<file path="src/verilog/twm_pkg.sv">
// Shared constants and types of the two-wire master transmitter.
package twm_pkg;

  // ==========================================================================
  // Register map
  // ==========================================================================
  localparam int ADDR_W = 8;
  localparam logic [7:0] OFS_CTRL = 8'h00;
  localparam logic [7:0] OFS_DATA = 8'h04;
  localparam logic [7:0] OFS_STATUS = 8'h08;
  localparam logic [7:0] DATA_RESET = 8'hFF;

  // ==========================================================================
  // Status codes, prescaler bits always zero
  // ==========================================================================
  localparam logic [7:0] STAT_START = 8'h08;
  localparam logic [7:0] STAT_RSTART = 8'h10;
  localparam logic [7:0] STAT_AW_ACK = 8'h18;
  localparam logic [7:0] STAT_AW_NACK = 8'h20;
  localparam logic [7:0] STAT_DW_ACK = 8'h28;
  localparam logic [7:0] STAT_DW_NACK = 8'h30;
  localparam logic [7:0] STAT_LOST = 8'h38;
  localparam logic [7:0] STAT_AR_ACK = 8'h40;
  localparam logic [7:0] STAT_AR_NACK = 8'h48;
  localparam logic [7:0] STAT_DR_ACK = 8'h50;
  localparam logic [7:0] STAT_DR_NACK = 8'h58;
  localparam logic [7:0] STAT_NONE = 8'hF8;

  // ==========================================================================
  // Timing
  // ==========================================================================
  localparam int CLK_PERIOD_NS = 100;
  localparam int BIT_PERIOD_NS = 800;
  localparam int QUARTER_CYC = BIT_PERIOD_NS / (4 * CLK_PERIOD_NS);
  localparam logic [3:0] ACK_BIT = 4'h8;
  localparam logic [3:0] LAST_DATA_BIT = 4'h7;

  // ==========================================================================
  // Types
  // ==========================================================================
  typedef struct packed {
    logic flag;
    logic ack_en;
    logic start;
    logic stop;
    logic wc;
    logic en;
    logic rsv;
    logic ie;
  } twm_ctrl_s;

  typedef struct packed {
    logic scl;
    logic sda;
  } twm_line_s;

  typedef enum logic [2:0] {
    ST_IDLE,
    ST_WAIT_FREE,
    ST_START,
    ST_SEND,
    ST_STOP,
    ST_HOLD
  } twm_state_e;

endpackage

</file>
<file path="src/verilog/twm_sync.sv">
// Two-flop synchroniser for the bus line inputs.
`timescale 1ns/10ps
module twm_sync #(
  parameter int W = 2
) (
  input wire logic clk,
  input wire logic reset_n,
  input wire logic [W-1:0] d,
  output logic [W-1:0] q
);

  logic [W-1:0] stage1;

  always_ff @(posedge clk or negedge reset_n) begin
    if (!reset_n) begin
      stage1 <= '1;
      q <= '1;
    end else begin
      stage1 <= d;
      q <= stage1;
    end
  end

endmodule

</file>
<file path="src/verilog/twm_master.sv">
// Two-wire master transmitter with APB register access.
//
// Contract
// START request waits for a free bus, then generates START.
// After START the flag sets and status reads $08.
// Address write bit selects transmitter mode, read bit receiver mode.
// Software masks prescaler bits before comparing status codes.
// Software loads address plus write bit, then clears flag.
// Address acknowledge gives $18, no acknowledge $20, lost arbitration $38.
// Data writes while flag low are discarded and set write collision.
// Writing one to the flag clears it and starts the next action.
// Stop request generates STOP; hardware then clears the stop bit.
// Start request during a transfer generates repeated START, status $10.
// After repeated START the bus stays owned; any address may follow.
// In $08 clearing the flag sends the loaded address and samples acknowledge.
// In $10 a read address enters receiver mode, write stays transmitter.
// Data byte acknowledged gives $28, not acknowledged gives $30.
// In $18-$30 clearing with start and stop zero sends the data byte.
// In $18-$30 clearing with start one sends a repeated START.
// In $18-$30 clearing with stop one sends STOP and clears stop.
// In $18-$30 start and stop both one send STOP then START.
// In $38 start zero releases the bus; start one restarts when free.
// Software keeps the enable bit one in every control write.
// Transfer stays suspended while the flag is set.
// Interrupt request follows flag and interrupt enable together.
// While suspended as owner the clock line is held low.
`timescale 1ns/10ps
module twm_master #(
  parameter int QUARTER_CYC = twm_pkg::QUARTER_CYC
) (
  input wire logic CLK,
  input wire logic RESET_N,
  input wire logic PSEL,
  input wire logic PENABLE,
  input wire logic PWRITE,
  input wire logic [twm_pkg::ADDR_W-1:0] PADDR,
  input wire logic [31:0] PWDATA,
  output logic [31:0] PRDATA,
  output logic PREADY,
  output logic PSLVERR,
  input wire logic SCL_IN,
  output logic SCL_OUT,
  output logic SCL_OE_N,
  input wire logic SDA_IN,
  output logic SDA_OUT,
  output logic SDA_OE_N,
  output logic IRQ
);

  // ==========================================================================
  // Parameter check
  // ==========================================================================
  if (QUARTER_CYC < 1 || QUARTER_CYC > 256) begin : g_bad_quarter
    $error("QUARTER_CYC must lie between 1 and 256");
  end

  localparam logic [7:0] QUARTER_LAST = 8'(QUARTER_CYC - 1);

  // ==========================================================================
  // Line synchronisers and bus state detection
  // ==========================================================================
  twm_pkg::twm_line_s line_raw;
  twm_pkg::twm_line_s line_s;
  logic prev_sda;
  logic start_seen;
  logic stop_seen;

  assign line_raw = '{scl: SCL_IN, sda: SDA_IN};

  twm_sync #(.W(2)) u_sync (
    .clk(CLK),
    .reset_n(RESET_N),
    .d(line_raw),
    .q(line_s)
  );

  assign start_seen = line_s.scl && prev_sda && !line_s.sda;
  assign stop_seen = line_s.scl && !prev_sda && line_s.sda;

  // ==========================================================================
  // APB slave
  // ==========================================================================
  logic [31:0] next_prdata;
  logic next_pready;
  logic next_pslverr;
  logic access;
  logic hit;
  logic wr_ctrl;
  logic wr_data;
  logic [31:0] rd_mux;
  twm_pkg::twm_ctrl_s wctl;
  twm_pkg::twm_ctrl_s ctl;
  logic [7:0] data;
  logic [7:0] status;

  assign access = PSEL && PENABLE && PREADY;
  assign hit = PADDR == twm_pkg::OFS_CTRL || PADDR == twm_pkg::OFS_DATA ||
               PADDR == twm_pkg::OFS_STATUS;
  assign wr_ctrl = access && PWRITE && PADDR == twm_pkg::OFS_CTRL;
  assign wr_data = access && PWRITE && PADDR == twm_pkg::OFS_DATA;
  assign wctl = twm_pkg::twm_ctrl_s'(PWDATA[7:0]);

  always_comb begin
    rd_mux = 32'h00000000;
    case (PADDR)
      twm_pkg::OFS_CTRL: rd_mux = {24'h000000, ctl};
      twm_pkg::OFS_DATA: rd_mux = {24'h000000, data};
      twm_pkg::OFS_STATUS: rd_mux = {24'h000000, status};
      default: rd_mux = 32'h00000000;
    endcase
    next_pready = PSEL && !PENABLE;
    next_pslverr = PSEL && !PENABLE && !hit;
    next_prdata = (PSEL && !PENABLE && !PWRITE) ? rd_mux : PRDATA;
  end

  always_ff @(posedge CLK or negedge RESET_N) begin
    if (!RESET_N) begin
      PREADY <= 1'b0;
      PSLVERR <= 1'b0;
      PRDATA <= 32'h00000000;
    end else begin
      PREADY <= next_pready;
      PSLVERR <= next_pslverr;
      PRDATA <= next_prdata;
    end
  end

  // ==========================================================================
  // Transfer engine
  // ==========================================================================
  twm_pkg::twm_state_e state;
  twm_pkg::twm_state_e next_state;
  twm_pkg::twm_ctrl_s next_ctl;
  logic [1:0] q;
  logic [1:0] next_q;
  logic [7:0] div;
  logic [7:0] next_div;
  logic [3:0] bitcnt;
  logic [3:0] next_bitcnt;
  logic [7:0] shreg;
  logic [7:0] next_shreg;
  logic [7:0] next_data;
  logic [7:0] next_status;
  logic active;
  logic next_active;
  logic addr_phase;
  logic next_addr_phase;
  logic rx_mode;
  logic next_rx_mode;
  logic ack_seen;
  logic next_ack_seen;
  logic busy;
  logic next_busy;
  logic next_scl_oe_n;
  logic next_sda_oe_n;
  logic next_irq;
  logic running;
  logic tick;
  logic adv;
  logic q_end;
  logic go;
  logic rx_data;
  logic flag_set;

  assign running = state == twm_pkg::ST_START || state == twm_pkg::ST_SEND ||
                   state == twm_pkg::ST_STOP;
  assign tick = running && div == QUARTER_LAST;
  // Quarter one ends only once the clock line is seen high, so a slave may stretch.
  assign adv = tick && (q != 2'h1 || line_s.scl);
  assign q_end = adv && q == 2'h3;
  assign go = wr_ctrl && wctl.flag && wctl.en;
  assign rx_data = rx_mode && !addr_phase;

  always_comb begin
    next_state = state;
    next_ctl = ctl;
    next_q = q;
    next_div = running ? (tick ? 8'h00 : div + 8'h01) : 8'h00;
    next_bitcnt = bitcnt;
    next_shreg = shreg;
    next_data = data;
    next_status = status;
    next_active = active;
    next_addr_phase = addr_phase;
    next_rx_mode = rx_mode;
    next_ack_seen = ack_seen;
    next_scl_oe_n = SCL_OE_N;
    next_sda_oe_n = SDA_OE_N;
    next_busy = start_seen ? 1'b1 : (stop_seen ? 1'b0 : busy);
    next_irq = ctl.flag && ctl.ie;
    flag_set = 1'b0;
    if (adv) begin
      next_q = q + 2'h1;
    end
    if (wr_ctrl) begin
      next_ctl.ack_en = wctl.ack_en;
      next_ctl.start = wctl.start;
      next_ctl.stop = wctl.stop;
      next_ctl.en = wctl.en;
      next_ctl.ie = wctl.ie;
      if (wctl.flag) begin
        next_ctl.flag = 1'b0;
      end
    end
    if (wr_data) begin
      if (ctl.flag) begin
        next_data = PWDATA[7:0];
        next_ctl.wc = 1'b0;
      end else begin
        next_ctl.wc = 1'b1;
      end
    end
    case (state)
      twm_pkg::ST_IDLE: begin
        if (go && wctl.start) begin
          next_state = twm_pkg::ST_WAIT_FREE;
        end
      end
      twm_pkg::ST_WAIT_FREE: begin
        if (!busy && line_s.scl && line_s.sda) begin
          next_state = twm_pkg::ST_START;
          next_q = 2'h0;
          next_sda_oe_n = 1'b1;
        end
      end
      twm_pkg::ST_START: begin
        if (adv) begin
          case (q)
            2'h0: next_scl_oe_n = 1'b1;
            2'h1: next_sda_oe_n = 1'b0;
            2'h2: next_scl_oe_n = 1'b0;
            default: begin
              next_status = active ? twm_pkg::STAT_RSTART : twm_pkg::STAT_START;
              next_active = 1'b1;
              next_addr_phase = 1'b1;
              flag_set = 1'b1;
              next_state = twm_pkg::ST_HOLD;
            end
          endcase
        end
      end
      twm_pkg::ST_SEND: begin
        if (adv) begin
          case (q)
            2'h0: next_scl_oe_n = 1'b1;
            2'h1: begin
              if (bitcnt == twm_pkg::ACK_BIT) begin
                next_ack_seen = !line_s.sda;
              end else begin
                next_shreg = {shreg[6:0], line_s.sda};
                if (!rx_data && SDA_OE_N && !line_s.sda) begin
                  next_status = twm_pkg::STAT_LOST;
                  next_active = 1'b0;
                  next_scl_oe_n = 1'b1;
                  next_sda_oe_n = 1'b1;
                  flag_set = 1'b1;
                  next_state = twm_pkg::ST_HOLD;
                end
              end
            end
            2'h2: next_scl_oe_n = 1'b0;
            default: begin
              if (bitcnt == twm_pkg::ACK_BIT) begin
                next_sda_oe_n = 1'b1;
                next_addr_phase = 1'b0;
                flag_set = 1'b1;
                next_state = twm_pkg::ST_HOLD;
                if (addr_phase) begin
                  next_rx_mode = shreg[0];
                  if (shreg[0]) begin
                    next_status = ack_seen ? twm_pkg::STAT_AR_ACK : twm_pkg::STAT_AR_NACK;
                  end else begin
                    next_status = ack_seen ? twm_pkg::STAT_AW_ACK : twm_pkg::STAT_AW_NACK;
                  end
                end else if (rx_mode) begin
                  next_data = shreg;
                  next_status = ctl.ack_en ? twm_pkg::STAT_DR_ACK : twm_pkg::STAT_DR_NACK;
                end else begin
                  next_status = ack_seen ? twm_pkg::STAT_DW_ACK : twm_pkg::STAT_DW_NACK;
                end
              end else begin
                next_bitcnt = bitcnt + 4'h1;
                if (bitcnt == twm_pkg::LAST_DATA_BIT) begin
                  next_sda_oe_n = rx_data ? !ctl.ack_en : 1'b1;
                end else begin
                  next_sda_oe_n = rx_data ? 1'b1 : shreg[7];
                end
              end
            end
          endcase
        end
      end
      twm_pkg::ST_STOP: begin
        if (adv) begin
          case (q)
            2'h0: next_scl_oe_n = 1'b1;
            2'h1: next_sda_oe_n = 1'b1;
            2'h2: next_sda_oe_n = 1'b1;
            default: begin
              next_ctl.stop = 1'b0;
              next_active = 1'b0;
              next_state = ctl.start ? twm_pkg::ST_WAIT_FREE : twm_pkg::ST_IDLE;
            end
          endcase
        end
      end
      twm_pkg::ST_HOLD: begin
        // The engine waits here, clock held low by the owner, until the flag clears.
        if (go) begin
          next_q = 2'h0;
          next_div = 8'h00;
          if (wctl.stop && active) begin
            next_state = twm_pkg::ST_STOP;
            next_sda_oe_n = 1'b0;
          end else if (wctl.start) begin
            if (active) begin
              next_state = twm_pkg::ST_START;
              next_sda_oe_n = 1'b1;
            end else begin
              next_state = twm_pkg::ST_WAIT_FREE;
            end
          end else if (active) begin
            next_state = twm_pkg::ST_SEND;
            next_shreg = data;
            next_bitcnt = 4'h0;
            next_sda_oe_n = rx_data ? 1'b1 : data[7];
          end else begin
            next_state = twm_pkg::ST_IDLE;
            next_scl_oe_n = 1'b1;
            next_sda_oe_n = 1'b1;
          end
        end
      end
      default: next_state = twm_pkg::ST_IDLE;
    endcase
    if (flag_set) begin
      next_ctl.flag = 1'b1;
    end
    if (!next_ctl.en) begin
      next_state = twm_pkg::ST_IDLE;
      next_active = 1'b0;
      next_scl_oe_n = 1'b1;
      next_sda_oe_n = 1'b1;
    end
  end

  always_ff @(posedge CLK or negedge RESET_N) begin
    if (!RESET_N) begin
      state <= twm_pkg::ST_IDLE;
      ctl <= '0;
      q <= 2'h0;
      div <= 8'h00;
      bitcnt <= 4'h0;
      shreg <= 8'h00;
      data <= twm_pkg::DATA_RESET;
      status <= twm_pkg::STAT_NONE;
      active <= 1'b0;
      addr_phase <= 1'b0;
      rx_mode <= 1'b0;
      ack_seen <= 1'b0;
      busy <= 1'b0;
      prev_sda <= 1'b1;
      SCL_OE_N <= 1'b1;
      SDA_OE_N <= 1'b1;
      SCL_OUT <= 1'b0;
      SDA_OUT <= 1'b0;
      IRQ <= 1'b0;
    end else begin
      state <= next_state;
      ctl <= next_ctl;
      q <= next_q;
      div <= next_div;
      bitcnt <= next_bitcnt;
      shreg <= next_shreg;
      data <= next_data;
      status <= next_status;
      active <= next_active;
      addr_phase <= next_addr_phase;
      rx_mode <= next_rx_mode;
      ack_seen <= next_ack_seen;
      busy <= next_busy;
      prev_sda <= line_s.sda;
      SCL_OE_N <= next_scl_oe_n;
      SDA_OE_N <= next_sda_oe_n;
      SCL_OUT <= 1'b0;
      SDA_OUT <= 1'b0;
      IRQ <= next_irq;
    end
  end
endmodule

</file>
<file path="config.mk">
export PLATFORM = sky130hd
export DESIGN_NAME = twm_master
export DESIGN_NICKNAME = d
export VERILOG_FILES = /design/src/verilog/twm_pkg.sv /design/src/verilog/twm_sync.sv /design/src/verilog/twm_master.sv
export SDC_FILE = /design/constraint.sdc
export NUM_CORES = 1
export LEC_CHECK = 0
export ABC_AREA = 1
export BUFFER_PORTS_ARGS = -buffer_cell sky130_fd_sc_hd__clkbuf_2
export CAP_MARGIN = 25
export CORE_MARGIN = 1
export CORE_UTILIZATION = 55
export CTS_CLUSTER_SIZE = 24
export DETAILED_ROUTE_END_ITERATION = 16
export GPL_TIMING_DRIVEN = 0
export MAX_ROUTING_LAYER = met4
export PLACE_DENSITY = 0.8
export SLEW_MARGIN = 15
export SYNTH_ARGS = -nofsm -noshare
export SYNTH_HDL_FRONTEND = slang
export SYNTH_SLANG_ARGS = --single-unit
</file>
<file path="constraint.sdc">
create_clock -name CLK -period 4.7 [get_ports CLK]
set_input_delay 0.235 -clock CLK [delete_from_list [all_inputs] [get_ports CLK]]
set_output_delay 0.235 -clock CLK [all_outputs]
set_load 0.005 [all_outputs]
</file>
==> key figures <==
Outcome
  – Status: finished clean

Critical path
  – CP Data Required Time: 4.99 ns
  – CP max-delay cell: nor2_1
  – WP buf/inv: 3
  – CP Cell Sequence: inv_1 > ha_1 > nand2_1 > nor2_1 > inv_1 > o21ai_1 > nor4_2 > nand3_2 > buf_6 > nand2_1 > o21ai_2
  – CP arrival: 2.50 ns
  – Critical setup path kind: flip-flop to flip-flop
  – Critical Path Max Stage Delay: 0.45 ns
  – CP Capture Type: flip-flop
  – Peak fanout along the critical path: 10
  – Startpoint Class: flip-flop
  – CP top delay family: simple AND/OR/NAND/NOR gates

Clock network
  – CTS Sinks: 68
  – CTS Buf Count: 9
  – Clock slew at reported path FFs: 0.08 ns
  – Later-pin clock latency in the skew report: 0.36 ns
  – Max Root-Sink Buffers: 2
  – Post-cts resize count: 0
  – H-tree depth: 3
  – CTS tree: yes
  – Root Driver: clkbuf_8

Timing
  – Final Hold Viols: 0
  – Skew final: 0.00568 ns
  – FMAX: 453 MHz
  – Slew HR: 61.2%
  – Worst slew pin tran: 0.579 ns
  – Final period util: 47.0%
  – Final setup violation count: 0
  – Fin crit period: 2.21 ns
  – Final setup margin: 2.49 ns
  – Unrepaired setup endpoints after global routing: false
  – Pins over their slew limit: 0
  – Setup TNS Final: 0 ns

Synthesis
  – FF+latch count, synth: 68
  – Post-synth EDFFs: 0
  – Cell Area, Synth: 4140 um^2
  – Asr flop ratio synth: 100%
  – Syn Area/Cell: 7.59 um^2
  – Cells after Synth: 545
  – Largest cells by area after synthesis: dfrtp_1, dfstp_2, nand2_1
  – Synth Flop Type: dfrtp_1
  – Post-synth top area cell: dfrtp_1
  – Warnings, synthesis: 0
  – Register area share after synthesis: 41.8%
  – Top-area cell type share of the netlist area: 29.0%
  – Synth cell types: 42

Cells and area
  – Post-route design area: 4800 um^2
  – Fin util: 66.1%
  – Post-layout nets: 677
  – Ant diodes: 0
  – Filler cells: 623
  – Syn-to-layout area delta: 16.0%
  – Layout cells sized above 1: 21.9%

Placement
  – I/O Buffers: 35
  – Pre-CTS setup slack: 2.51 ns
  – Area after DPL: 4550 um^2
  – Placer Congestion: 0.942
  – HPWL after DPL: 7.68 mm

Routing
  – DRT iter0 DRCs: 201
  – Routed len/inst: 13.9 um
  – Vias: 3,766
  – Post-route ant nets: 0
  – DRT Wirelength: 10.0 mm
  – Drt first pass iters: 7
  – Mean number of vias per cell: 5.20
  – DRC viols: 0

Pwr
  – Peak VDD IR: 0.178 mV
  – Lkg Pwr: 2.48 nW
  – Total power: 0.00123 W
  – PwrDens: 257 nW/um^2

Floorplan
  – Die width: 88.7 um
  – Initial cell density of the core: 57.0%
  – Total core area: 7250 um^2
  – DIE AREA: 7870 um^2
  – Row cnt: 31
  – DIE HEIGHT: 88.7 um
  – Ports: 86

Run
  – Max-cap violation count: 0

Worst hold path
  – Type of the worst min-delay path: input port to flip-flop

GRT
  – Initial antenna violation count: 0
  – Grt total ovfl: 0
  – GRT Overall Usage: 29.0%
  – Pin count of the biggest net entering global routing: 40
  – Vias in the first global route: 3,503
  – Global-route wire length before repair: 16.4 mm
## what timing repair did
item	in CTS	in global routing
hold endpoints to repair	24	0
setup buffers	0	0
hold buffers	3	0
## flip-flops by register name, summed over array words and instances (netlist names), 2 cells and up
signal         flops
PRDATA             8
u_sync.q           2
div                8
u_sync.stage1      2
ctl                7
q                  2
state              3
data               8
status             5
shreg              8
bitcnt             4
## final cells by class
| cell class | instances | area [um^2] | area share, % |
|---|---|---|---|
| multi-input combinational | 395 | 1990 | 41.5 |
| sequential | 68 | 1730 | 36.0 |
| inverter | 72 | 270 | 5.64 |
| clock buffer | 10 | 128 | 2.66 |
| timing repair buffer | 39 | 228 | 4.75 |
| clock inverter | 6 | 87.6 | 1.83 |
| tap | 99 | 124 | 2.58 |
| buffer | 35 | 244 | 5.09 |
## cells in the final DEF (no fill, tap or decap), types with 3 or more instances in the layout
cell type	count
a21oi_1	13
clkbuf_1	5
a31oi_1	4
buf_2	3
o22ai_1	6
nor2_1	53
inv_1	66
dlygate4sd3_1	3
nand2_1	138
dfstp_2	20
ha_1	10
clkbuf_2	34
nor2_4	5
dfrtp_1	48
xor2_1	5
clkbuf_8	9
buf_4	27
inv_2	5
nand2_2	3
conb_1	26
nor2_2	3
o21ai_1	11
nor3_1	8
nand4_1	13
o21ai_2	10
o21ai_0	34
nand3_1	31
## cells by family (layout without fill, tap and decap cells)
logic type      after synthesis  after routing  synth area share (%)
buf+inv                     107            162                  12.4
compound gates               88             88                  12.6
fa+ha+maj                    10             10                  3.03
simple gates                265            265                  28.8
xor+xnor                      6              6                  1.27
flops                        68             68                  41.8
other cells                   1             26                0.0907
## worst reg2reg max path, stage by stage, from the launching register on
cell and delay [ns]:
dfrtp_1 0.41, inv_1 0.08, ha_1 0.14, nand2_1 0.05, nor2_1 0.45, inv_1 0.18, o21ai_1 0.25, nor4_2 0.07
nand3_2 0.18, buf_6 0.20, nand2_1 0.08, o21ai_2 0.06
## per-stage QoR
step	hold slack, ns	std cells
3_3_place_gp	0.324	704
3_5_place_dp	0.228	705
2_1_floorplan	-0.0606	570
5_1_grt	0.0675	724
6_report	0.0666	724
4_1_cts	0.0603	724
## report_power, final
group / total, W / leakage (nW) / switching [W] / internal, W
sequential: 0.000600 / 0.860 / 0.00000551 / 0.000594
clock: 0.000546 / 0.111 / 0.000246 / 0.000300
combinational: 0.0000876 / 1.51 / 0.0000508 / 0.0000367
## Yosys cell counts (2+ instances only)
library cell and number:
nor2_2 3, nor2_1 53, o21ai_1 11, dfstp_2 20
buf_4 27, xor2_1 5, o21ai_2 10, dfrtp_1 48
o22ai_1 6, nand4_1 13, nor2_4 5, nand3_1 31
inv_1 66, a22oi_1 2, inv_2 5, ha_1 10
nand2_2 3, o21ai_0 34, a21oi_2 2, clkbuf_1 4
or2_2 2, buf_2 3, nand3_2 2, a31oi_1 4
o211ai_1 2, nor3_1 8, nand2_1 138, nor3b_1 2
a21oi_1 13
## metal layers
metal | track usage, % | up-vias | part of all wire (%)
met5 | - | - | 0
li1 | - | 1858 | -
met2 | 47.6 | 118 | 49
met1 | 35.3 | 1767 | 44
met3 | 5.60 | 23 | 5.4
met4 | 11.3 | 0 | 2.0
## path summary, 6_finish.rpt
path | start | end | slack [ns] | cells past startpoint
max | bitcnt[0]$_DFFE_PN0P_ | shreg[4]$_DFFE_PN0P_ | 2.49 | 11
min | PENABLE | PREADY$_DFF_PN0_ | 0.07 | 2
min in group asynchronous | RESET_N | PRDATA[0]$_DFFE_PN0P_ | 0.38 | 2
max in group asynchronous | RESET_N | u_sync.q[0]$_DFF_PN1_ | 3.71 | 3
max reg2reg | bitcnt[0]$_DFFE_PN0P_ | shreg[4]$_DFFE_PN0P_ | 2.49 | 11
min reg2reg | u_sync.stage1[0]$_DFF_PN1_ | u_sync.q[0]$_DFF_PN1_ | 0.36 | 0
Note: power is estimated with default switching activity, not from simulation.
